[src/rtl/tsd_pkg.sv]
// Package of constants for the thermal shutdown supervisor
package tsd_pkg;
  // Clock
  localparam int unsigned CLK_HZ = 10_000_000;
  // Register byte addresses
  localparam logic [7:0] ADDR_CTRL   = 8'h00;
  localparam logic [7:0] ADDR_STATUS = 8'h04;
  localparam logic [7:0] ADDR_MASK   = 8'h08;
  localparam logic [7:0] ADDR_MODE   = 8'h0C;
  // Control field positions
  localparam int CTRL_EXT_WAIT_EN = 0;
  localparam int CTRL_RAISED_THR  = 1;
  localparam int CTRL_RST_DEL_SEL = 2;
  localparam int CTRL_SLEEP_REQ   = 3;
  localparam logic [31:0] CTRL_RESET = 32'h0000_0000;
  // Status field positions
  localparam int ST_CHIP_OT   = 0;
  localparam int ST_REPEAT_OT = 1;
  localparam int ST_OVERVOLT  = 2;
  localparam int ST_SHORT     = 3;
  localparam int ST_RESET_EV  = 4;
  localparam int ST_WIDTH     = 5;
  localparam logic [ST_WIDTH-1:0] ST_RESET   = 5'h00;
  localparam logic [ST_WIDTH-1:0] MASK_RESET = 5'h00;
  // Counting
  localparam logic [4:0] OT_REPEAT_COUNT = 5'h10;
  localparam int unsigned EXT_FACTOR     = 64;
  // Times as printed
  localparam int unsigned COOL_DOWN_US      = 100_000;
  localparam int unsigned LONG_RST_DELAY_MS = 10;
  localparam int unsigned SHORT_RST_DELAY_MS = 2;
  localparam int unsigned RST_FILTER_US     = 10;
  localparam int unsigned OV_FILTER_US      = 64;
  localparam int unsigned SHORT_FILTER_MS   = 2;
  localparam int unsigned RESTART_US        = 10;
  // Cycle counts
  localparam int unsigned COOL_DOWN_CYC   = COOL_DOWN_US * (CLK_HZ / 1_000_000);
  localparam int unsigned LONG_RST_CYC    = LONG_RST_DELAY_MS * (CLK_HZ / 1_000);
  localparam int unsigned SHORT_RST_CYC   = SHORT_RST_DELAY_MS * (CLK_HZ / 1_000);
  localparam int unsigned RST_FILTER_CYC  = RST_FILTER_US * (CLK_HZ / 1_000_000);
  localparam int unsigned OV_FILTER_CYC   = OV_FILTER_US * (CLK_HZ / 1_000_000);
  localparam int unsigned SHORT_FILT_CYC  = SHORT_FILTER_MS * (CLK_HZ / 1_000);
  localparam int unsigned RESTART_CYC     = RESTART_US * (CLK_HZ / 1_000_000);
  localparam int TMR_W = 32;
  // Operating modes
  typedef enum logic [2:0] {
    MODE_NORMAL    = 3'b000,
    MODE_FAIL_SAFE = 3'b001,
    MODE_RESTART   = 3'b010,
    MODE_SLEEP_ENT = 3'b011,
    MODE_SLEEP     = 3'b100
  } tsd_mode_e;
endpackage : tsd_pkg

[src/rtl/tsd_supervisor.sv]
// Thermal shutdown supervisor with supply filters and reset generator
// Functional notes
// - Chip overtemperature rising edge records an event and enters fail-safe at once.
// - After temperature falls, stay in fail-safe for the cool-down wait.
// - Wait expiry moves through restart to normal without software help.
// - Every chip overtemperature event sets the chip overtemperature flag.
// - Flag clears only by write in normal mode with overtemperature gone.
// - Extended wait enabled and sixteen events give sixty-four times cool-down.
// - Event counter increments on every event while extended wait is enabled, cleared flag or not; the counter here stops at sixteen.
// - Counter reaching sixteen sets repeated flag and extended wait.
// - Extended wait stays while repeated flag set, stops when it clears.
// - Counter zeroes when chip flag or extended-wait enable is cleared.
// - Overtemperature during sleep entry leads to fail-safe, not sleep.
// - Raised threshold bit selects thresholds ten kelvin higher.
// - Reset delay select zero holds reset low ten milliseconds.
// - Reset delay select one uses two millisecond reset delay.
// - Overvoltage reported only after sixty-four microsecond filter.
// - Short filter two milliseconds; short detection only with battery OK.
//
// Local design decisions: the register addresses and the APB interface to the registers.
`timescale 1ns/1ns
`default_nettype none
module tsd_supervisor
  import tsd_pkg::*;
#(
  parameter int unsigned COOL_CYC  = tsd_pkg::COOL_DOWN_CYC,
  parameter int unsigned LRST_CYC  = tsd_pkg::LONG_RST_CYC,
  parameter int unsigned SRST_CYC  = tsd_pkg::SHORT_RST_CYC,
  parameter int unsigned SHORT_CYC = tsd_pkg::SHORT_FILT_CYC
) (
  input  wire logic                pclk,
  input  wire logic                presetn,
  input  wire logic                psel,
  input  wire logic                penable,
  input  wire logic                pwrite,
  input  wire logic [7:0]          paddr,
  input  wire logic [31:0]         pwdata,
  output logic      [31:0]         prdata,
  output logic                     pready,
  output logic                     pslverr,
  input  wire logic                chip_overtemp,
  input  wire logic                supply_below_reset,
  input  wire logic                supply_overvolt,
  input  wire logic                battery_ok,
  output logic                     reset_out_n,
  output logic                     raised_thermal_threshold,
  output logic                     fail_safe,
  output logic                     irq
);
  import tsd_pkg::*;

  // Two-flop synchronisers for analog comparator inputs
  logic [3:0] sync1_q, sync2_q;
  always_ff @(posedge pclk or negedge presetn) begin
    if (!presetn) begin
      sync1_q <= 4'h0;
      sync2_q <= 4'h0;
    end else begin
      sync1_q <= {battery_ok, supply_overvolt, supply_below_reset, chip_overtemp};
      sync2_q <= sync1_q;
    end
  end
  logic ot_s, uv_s, ov_s, bat_s;
  assign ot_s  = sync2_q[0];
  assign uv_s  = sync2_q[1];
  assign ov_s  = sync2_q[2];
  assign bat_s = sync2_q[3];

  // APB decode, zero wait states
  logic wr_en, rd_en, addr_ok;
  assign wr_en   = psel && penable && pwrite;
  assign rd_en   = psel && penable && !pwrite;
  assign addr_ok = (paddr == ADDR_CTRL) || (paddr == ADDR_STATUS) ||
                   (paddr == ADDR_MASK) || (paddr == ADDR_MODE);

  logic [31:0] ctrl_q;
  logic [ST_WIDTH-1:0] status_q, mask_q;
  tsd_mode_e mode_q;
  logic ext_en, ext_en_clr;
  assign ext_en     = ctrl_q[CTRL_EXT_WAIT_EN];
  assign ext_en_clr = wr_en && paddr == ADDR_CTRL && ext_en && !pwdata[CTRL_EXT_WAIT_EN];

  // Control register
  always_ff @(posedge pclk or negedge presetn) begin
    if (!presetn) ctrl_q <= CTRL_RESET;
    else if (wr_en && paddr == ADDR_CTRL) ctrl_q <= {28'h0000000, pwdata[3:0]};
  end

  // Mask register
  always_ff @(posedge pclk or negedge presetn) begin
    if (!presetn) mask_q <= MASK_RESET;
    else if (wr_en && paddr == ADDR_MASK) mask_q <= pwdata[ST_WIDTH-1:0];
  end

  // Chip overtemperature event detect
  logic ot_prev_q, ot_event;
  always_ff @(posedge pclk or negedge presetn) begin
    if (!presetn) ot_prev_q <= 1'b0;
    else ot_prev_q <= ot_s;
  end
  assign ot_event = ot_s && !ot_prev_q;

  // Supply filters
  logic [TMR_W-1:0] uv_cnt_q, ov_cnt_q, sc_cnt_q;
  logic uv_filt, ov_filt, sc_filt;
  always_ff @(posedge pclk or negedge presetn) begin
    if (!presetn) begin
      uv_cnt_q <= '0;
      ov_cnt_q <= '0;
      sc_cnt_q <= '0;
    end else begin
      uv_cnt_q <= !uv_s ? '0 : (uv_filt ? uv_cnt_q : uv_cnt_q + 1'b1);
      ov_cnt_q <= !ov_s ? '0 : (ov_filt ? ov_cnt_q : ov_cnt_q + 1'b1);
      sc_cnt_q <= !(uv_s && bat_s) ? '0 : (sc_filt ? sc_cnt_q : sc_cnt_q + 1'b1);
    end
  end
  assign uv_filt = uv_cnt_q >= TMR_W'(RST_FILTER_CYC);
  assign ov_filt = ov_cnt_q >= TMR_W'(OV_FILTER_CYC);
  assign sc_filt = sc_cnt_q >= TMR_W'(SHORT_CYC);

  // Status flags: set wins over write-one-to-clear
  logic [ST_WIDTH-1:0] st_set, st_clr;
  logic chip_clr_ok, chip_clr;
  assign chip_clr_ok = (mode_q == MODE_NORMAL) && !ot_s;
  assign st_clr = (wr_en && paddr == ADDR_STATUS) ? pwdata[ST_WIDTH-1:0] : '0;
  assign chip_clr = st_clr[ST_CHIP_OT] && chip_clr_ok && status_q[ST_CHIP_OT];
  logic [4:0] ot_cnt_q;
  logic cnt_hit;
  assign cnt_hit = ext_en && ot_event && (ot_cnt_q == OT_REPEAT_COUNT - 5'h01);
  assign st_set = {uv_filt && !uv_cnt_q[TMR_W-1] && uv_cnt_q == TMR_W'(RST_FILTER_CYC),
                   sc_filt, ov_filt, cnt_hit, ot_event};
  always_ff @(posedge pclk or negedge presetn) begin
    if (!presetn) status_q <= ST_RESET;
    else begin
      status_q[ST_CHIP_OT] <= ot_event || (status_q[ST_CHIP_OT] && !chip_clr);
      status_q[ST_REPEAT_OT] <= st_set[ST_REPEAT_OT] ||
                                (status_q[ST_REPEAT_OT] && !st_clr[ST_REPEAT_OT]);
      status_q[ST_WIDTH-1:ST_OVERVOLT] <= st_set[ST_WIDTH-1:ST_OVERVOLT] |
        (status_q[ST_WIDTH-1:ST_OVERVOLT] & ~st_clr[ST_WIDTH-1:ST_OVERVOLT]);
    end
  end

  // Overtemperature event counter, saturates at sixteen
  always_ff @(posedge pclk or negedge presetn) begin
    if (!presetn) ot_cnt_q <= 5'h00;
    else if (chip_clr || ext_en_clr) ot_cnt_q <= 5'h00;
    else if (ot_event && ext_en && ot_cnt_q != OT_REPEAT_COUNT)
      ot_cnt_q <= ot_cnt_q + 5'h01;
  end

  // Mode sequencer with cool-down timer
  logic [TMR_W-1:0] tmr_q, cool_len;
  assign cool_len = status_q[ST_REPEAT_OT] ? TMR_W'(COOL_CYC * EXT_FACTOR)
                                           : TMR_W'(COOL_CYC);
  always_ff @(posedge pclk or negedge presetn) begin
    if (!presetn) begin
      mode_q <= MODE_NORMAL;
      tmr_q  <= '0;
    end else begin
      case (mode_q)
        MODE_NORMAL: begin
          tmr_q <= '0;
          if (ot_event) mode_q <= MODE_FAIL_SAFE;
          else if (ctrl_q[CTRL_SLEEP_REQ]) mode_q <= MODE_SLEEP_ENT;
        end
        MODE_SLEEP_ENT: begin
          if (ot_event) mode_q <= MODE_FAIL_SAFE;
          else mode_q <= MODE_SLEEP;
        end
        MODE_SLEEP: begin
          if (ot_event) mode_q <= MODE_FAIL_SAFE;
          else if (!ctrl_q[CTRL_SLEEP_REQ]) mode_q <= MODE_RESTART;
        end
        MODE_FAIL_SAFE: begin
          if (ot_s) tmr_q <= '0;
          else if (tmr_q >= cool_len - 1'b1) begin
            tmr_q  <= '0;
            mode_q <= MODE_RESTART;
          end else tmr_q <= tmr_q + 1'b1;
        end
        MODE_RESTART: begin
          if (ot_event) begin
            mode_q <= MODE_FAIL_SAFE;
            tmr_q  <= '0;
          end else if (tmr_q >= TMR_W'(RESTART_CYC) - 1'b1) begin
            tmr_q  <= '0;
            mode_q <= MODE_NORMAL;
          end else tmr_q <= tmr_q + 1'b1;
        end
        default: mode_q <= MODE_FAIL_SAFE;
      endcase
    end
  end

  // Reset output generator with selectable release delay
  logic [TMR_W-1:0] rd_cnt_q, rd_len;
  logic rst_hold;
  assign rd_len   = ctrl_q[CTRL_RST_DEL_SEL] ? TMR_W'(SRST_CYC) : TMR_W'(LRST_CYC);
  assign rst_hold = uv_filt || mode_q == MODE_FAIL_SAFE || mode_q == MODE_SLEEP;
  always_ff @(posedge pclk or negedge presetn) begin
    if (!presetn) begin
      rd_cnt_q    <= '0;
      reset_out_n <= 1'b0;
    end else if (rst_hold) begin
      rd_cnt_q    <= '0;
      reset_out_n <= 1'b0;
    end else if (rd_cnt_q < rd_len) begin
      rd_cnt_q    <= rd_cnt_q + 1'b1;
      reset_out_n <= 1'b0;
    end else reset_out_n <= 1'b1;
  end

  // Registered outputs
  always_ff @(posedge pclk or negedge presetn) begin
    if (!presetn) begin
      raised_thermal_threshold <= 1'b0;
      fail_safe                <= 1'b0;
      irq                      <= 1'b0;
    end else begin
      raised_thermal_threshold <= ctrl_q[CTRL_RAISED_THR];
      fail_safe                <= (mode_q == MODE_FAIL_SAFE);
      irq                      <= |(status_q & mask_q);
    end
  end

  // APB read data and answer
  always_ff @(posedge pclk or negedge presetn) begin
    if (!presetn) begin
      prdata  <= 32'h0000_0000;
      pready  <= 1'b0;
      pslverr <= 1'b0;
    end else begin
      pready  <= psel && !penable;
      pslverr <= psel && !penable && !addr_ok;
      prdata  <= 32'h0000_0000;
      if (psel && !penable && !pwrite) begin
        case (paddr)
          ADDR_CTRL:   prdata <= ctrl_q;
          ADDR_STATUS: prdata <= {27'h0, status_q};
          ADDR_MASK:   prdata <= {27'h0, mask_q};
          ADDR_MODE:   prdata <= {24'h0, ot_cnt_q, mode_q};
          default:     prdata <= 32'h0000_0000;
        endcase
      end else if (rd_en) prdata <= prdata;
    end
  end

  // Cool cycles seen in fail-safe, counted apart from the sequencer timer
  logic [TMR_W-1:0] cool_seen_q;
  always_ff @(posedge pclk or negedge presetn) begin
    if (!presetn) cool_seen_q <= '0;
    else if (mode_q != MODE_FAIL_SAFE || ot_s) cool_seen_q <= '0;
    else cool_seen_q <= cool_seen_q + 1'b1;
  end
endmodule : tsd_supervisor
`default_nettype wire

[config.mk]
export PLATFORM = sky130hd
export DESIGN_NAME = tsd_supervisor
export DESIGN_NICKNAME = d
export VERILOG_FILES = /design/src/rtl/tsd_pkg.sv /design/src/rtl/tsd_supervisor.sv
export SDC_FILE = /design/constraint.sdc
export NUM_CORES = 1
export LEC_CHECK = 0
export BUFFER_PORTS_ARGS = -buffer_cell sky130_fd_sc_hd__buf_2
export CAP_MARGIN = 0
export CORE_ASPECT_RATIO = 0.75
export CORE_MARGIN = 2
export CORE_UTILIZATION = 55
export DETAILED_ROUTE_END_ITERATION = 16
export GPL_ROUTABILITY_DRIVEN = 0
export GPL_TIMING_DRIVEN = 0
export PLACE_DENSITY = 0.75
export RECOVER_POWER = 25
export SETUP_SLACK_MARGIN = 0.2
export SLEW_MARGIN = 25
export SYNTH_ARGS = -nofsm -noshare
export SYNTH_HDL_FRONTEND = slang
export SYNTH_SLANG_ARGS = --single-unit
[constraint.sdc]
create_clock -name pclk -period 4.11 [get_ports pclk]
set_input_delay 0 -clock pclk [delete_from_list [all_inputs] [get_ports pclk]]
set_output_delay 0 -clock pclk [all_outputs]
set_load 0.01 [all_outputs]
==> key figures <==
STA
  – Unrepaired setup endpoints after global routing: false
  – Slew @ Worst Pin: 2680 ps
  – Fin. Hold Viols: 0
  – Final slew viol count: 45
  – Final min period: 3030 ps
  – Setup TNS: 0 ps
  – Fmax: 330 MHz
  – # setup viols final: 0
  – Fin crit share: roughly 74%
  – Skew final: 14.0 ps
  – Max_slew headroom: -78.9%

Synthesis
  – Ys async rst share: 100%
  – Top_reg_cell synth: dfrtp_1
  – Ys Warns: 0
  – Cell count after synthesis: 927
  – Cell taking the most area after synthesis: dfrtp_1
  – Post-synth EDFFs: 0
  – Register bit total from synthesis: 205
  – Distinct cells, synth: 68
  – Synth top cells by count: dfrtp_1 (205), and2_1 (79), nand2_1 (70), nor2_1 (53), o21ai_0 (40)
  – Synthesized area: 9740 um2
  – Synthesized area per cell: 10.5 um2
  – Share of the synthesized area in the top cell type: a little over half
  – Post-synthesis sequential area ratio: 52.7%
  – Most common cell in the netlist: dfrtp_1
  – Synth area leaders: dfrtp_1 (53%), and2_1 (5.1%), ha_1 (4.1%)

Clock network
  – Max clock buf depth: 3
  – TritonCTS buffer count: 21
  – Skew-Pair Late Insertion Delay: 500 ps
  – TritonCTS clock tree: done
  – CTS root buf: clkbuf_16
  – H-tree depth: 1
  – CTS sink count: 205
  – Clock slew at reported path FFs: roughly 60 ps

Global route
  – Initial antenna violation count: 0
  – First-pass GRT wire length: 34200 um
  – Grt ovf: 0
  – Largest net degree at the start of global routing: 89
  – GRT Util Overall: 22.2%
  – Number of global-route vias before repair: 6901

Final layout
  – Fin nets: 1107
  – # diodes: 0
  – Count of non-filler cells in the finished layout: roughly 1300
  – Synth-to-Final Area Change: 15.4%
  – Fillers: 1372
  – Share of layout cells above drive strength 1: 12.2%

Power
  – Pwr dens: 444 nW/um2
  – Final Power: 4.99 mW
  – Peak supply drop: 0.000408 V
  – P_leak: 5.28 nW

Critical path
  – WS Path Type: flip-flop to flip-flop
  – CP startpoint: status_q[1]$_DFF_PN0_
  – WP data required: 4530 ps
  – Worst Setup Start Kind: flip-flop
  – Crit. End Element: flip-flop
  – Critical Path AT: 3440 ps
  – FF-to-FF Start: status_q[1]$_DFF_PN0_
  – CP max FO: 11

Min path
  – Min-delay src: psel
  – Worst hold path type: primary input to flip-flop

Drt
  – Via density per instance: 5.62
  – DRT Pass-1 Iters: 5
  – Antenna viol nets, final: 0
  – Total wire length: between 20000 and 25000 um
  – Wire length per cell: between 15 and 20 um
  – DRT iter0 DRCs: 528
  – DRC Markers: 0
  – Routed vias: 7207

Floorplanning
  – Die footprint: 18800 um2
  – # IOs: between 80 and 90
  – Die Ht: 119 um
  – Core area: between 15000 and 20000 um2
  – Num rows: 42
  – Die X: 158 um
  – Initial core utilization: 55.6%

Job
  – Max cap viols: 1

Place
  – Placed cell count: approximately 1200
  – PortBufs: 33
  – Detailed Place HPWL: ~14000 um

Status
  – Failing checks: capacitance limit, slew limit
  – Status: finished with violations
final timing paths:
| path | cells past startpoint | slack [ps] | to |
|---|---|---|---|
| worst max-delay path | 10 | 1080 | tmr_q[5]$_DFFE_PN0P_ |
| min in group asynchronous | 2 | 920 | tmr_q[31]$_DFFE_PN0P_ |
| worst max register to register | 10 | 1080 | tmr_q[5]$_DFFE_PN0P_ |
| worst min-delay path | 4 | 20 | prdata[7]$_DFFE_PN0P_ |
| max in group asynchronous | 2 | 1670 | rd_cnt_q[6]$_DFFE_PN0N_ |
| worst min register to register | 0 | 350 | sync2_q[1]$_DFF_PN0_ |
metrics by stage:
stage	util, %	hold WS, ps	worst slack [ps]	instance area, um2
2_1_floorplan	-	-296	1710	9820
3_3_place_gp	58.8	109	-355	10300
3_5_place_dp	59.2	-74.7	1130	10400
4_1_cts	64.3	6.70	1120	11200
5_1_grt	64.2	51.4	880	11200
6_report	64.2	23.3	1080	11200
timing repair:
action	4_1_cts	5_1_grt
setup buffers	0	0
resized for setup	0	0
hold endpoints to repair	233	0
hold buffers	18	0
sequential cells by signal (all words and copies together), names as in the netlist:
name                      flops
status_q                      5
ov_cnt_q                     32
fail_safe                     1
reset_out_n                   1
rd_cnt_q                     32
sc_cnt_q                     32
sync1_q                       4
raised_thermal_threshold      1
ot_cnt_q                      5
ctrl_q                        4
irq                           1
mask_q                        5
pready                        1
prdata                        8
ot_prev_q                     1
tmr_q                        32
uv_cnt_q                     32
pslverr                       1
mode_q                        3
sync2_q                       4
kinds of logic after synthesis:
| group | Yosys count | synth area share (%) |
|---|---|---|
| xor gates and xnor gates | 27 | 2.43 |
| DFF | 205 | 52.7 |
| and+or+nand+nor | 414 | 24.1 |
| other | 1 | 0.0385 |
| adders and majority gates | 32 | 4.11 |
| AOI/OAI and AO/OA | 143 | 9.38 |
| buffers and inverters | 84 | 4.46 |
| muxes | 21 | 2.78 |
worst max-delay path: stages (launching register included):
cell and delay [ps]:
dfrtp_1 570, inv_1 320, ha_1 380, o21a_1 110
o21a_1 170, o311ai_0 460, o2111a_1 270, buf_4 170
nor2_1 70, buf_2 230, o22ai_1 200
routing by layer:
| layer | wire (um) | part of all wire, % | vias to the layer above | track usage, % |
|---|---|---|---|---|
| li1 | - | - | 3499 | - |
| met1 | 10200 | 50 | 3484 | 35.5 |
| met2 | 8570 | 42 | 196 | 31.8 |
| met3 | 1130 | 5.6 | 28 | 3.97 |
| met4 | 337 | 1.7 | 0 | 4.43 |
| met5 | 0 | 0 | - | 0 |
layout make-up:
type	instances	area, um2	area share, %
clock buffers	29	616	5.48
multi-input cells	661	4260	37.9
inverters	21	78.8	0.701
well taps	242	303	2.69
plain buffers	63	355	3.16
clock inverters	8	98.8	0.880
flip-flops and latches	205	5130	45.7
repair buffers	53	398	3.54
report_power, final:
| part | internal, mW | switching [mW] |
|---|---|---|
| sequential | 2.09 | 0.0635 |
| combinational | 0.292 | 0.599 |
| clock | 1.17 | 0.779 |
cells in the final DEF, fill, tap and decap left out, types with 6 or more instances in the layout:
cell type      instances
dfrtp_1              205
and2_1                78
nand2_1               70
nor2_1                53
o21ai_0               40
buf_2                 36
clkbuf_1              33
nand3_1               33
ha_1                  32
a21oi_1               31
nand4_1               30
and3_1                29
nor4_1                26
buf_4                 26
conb_1                24
nor3_1                22
inv_1                 21
o31ai_1               21
clkbuf_16             21
or4_1                 19
dlygate4sd3_1         18
xnor2_1               16
xor2_1                11
nor2b_1               10
or3_1                  9
mux2i_1                9
o22ai_1                9
a22o_1                 8
mux2_2                 8
o21a_1                 6
clkbuf_8               6
(Power assumes the default switching activity.)
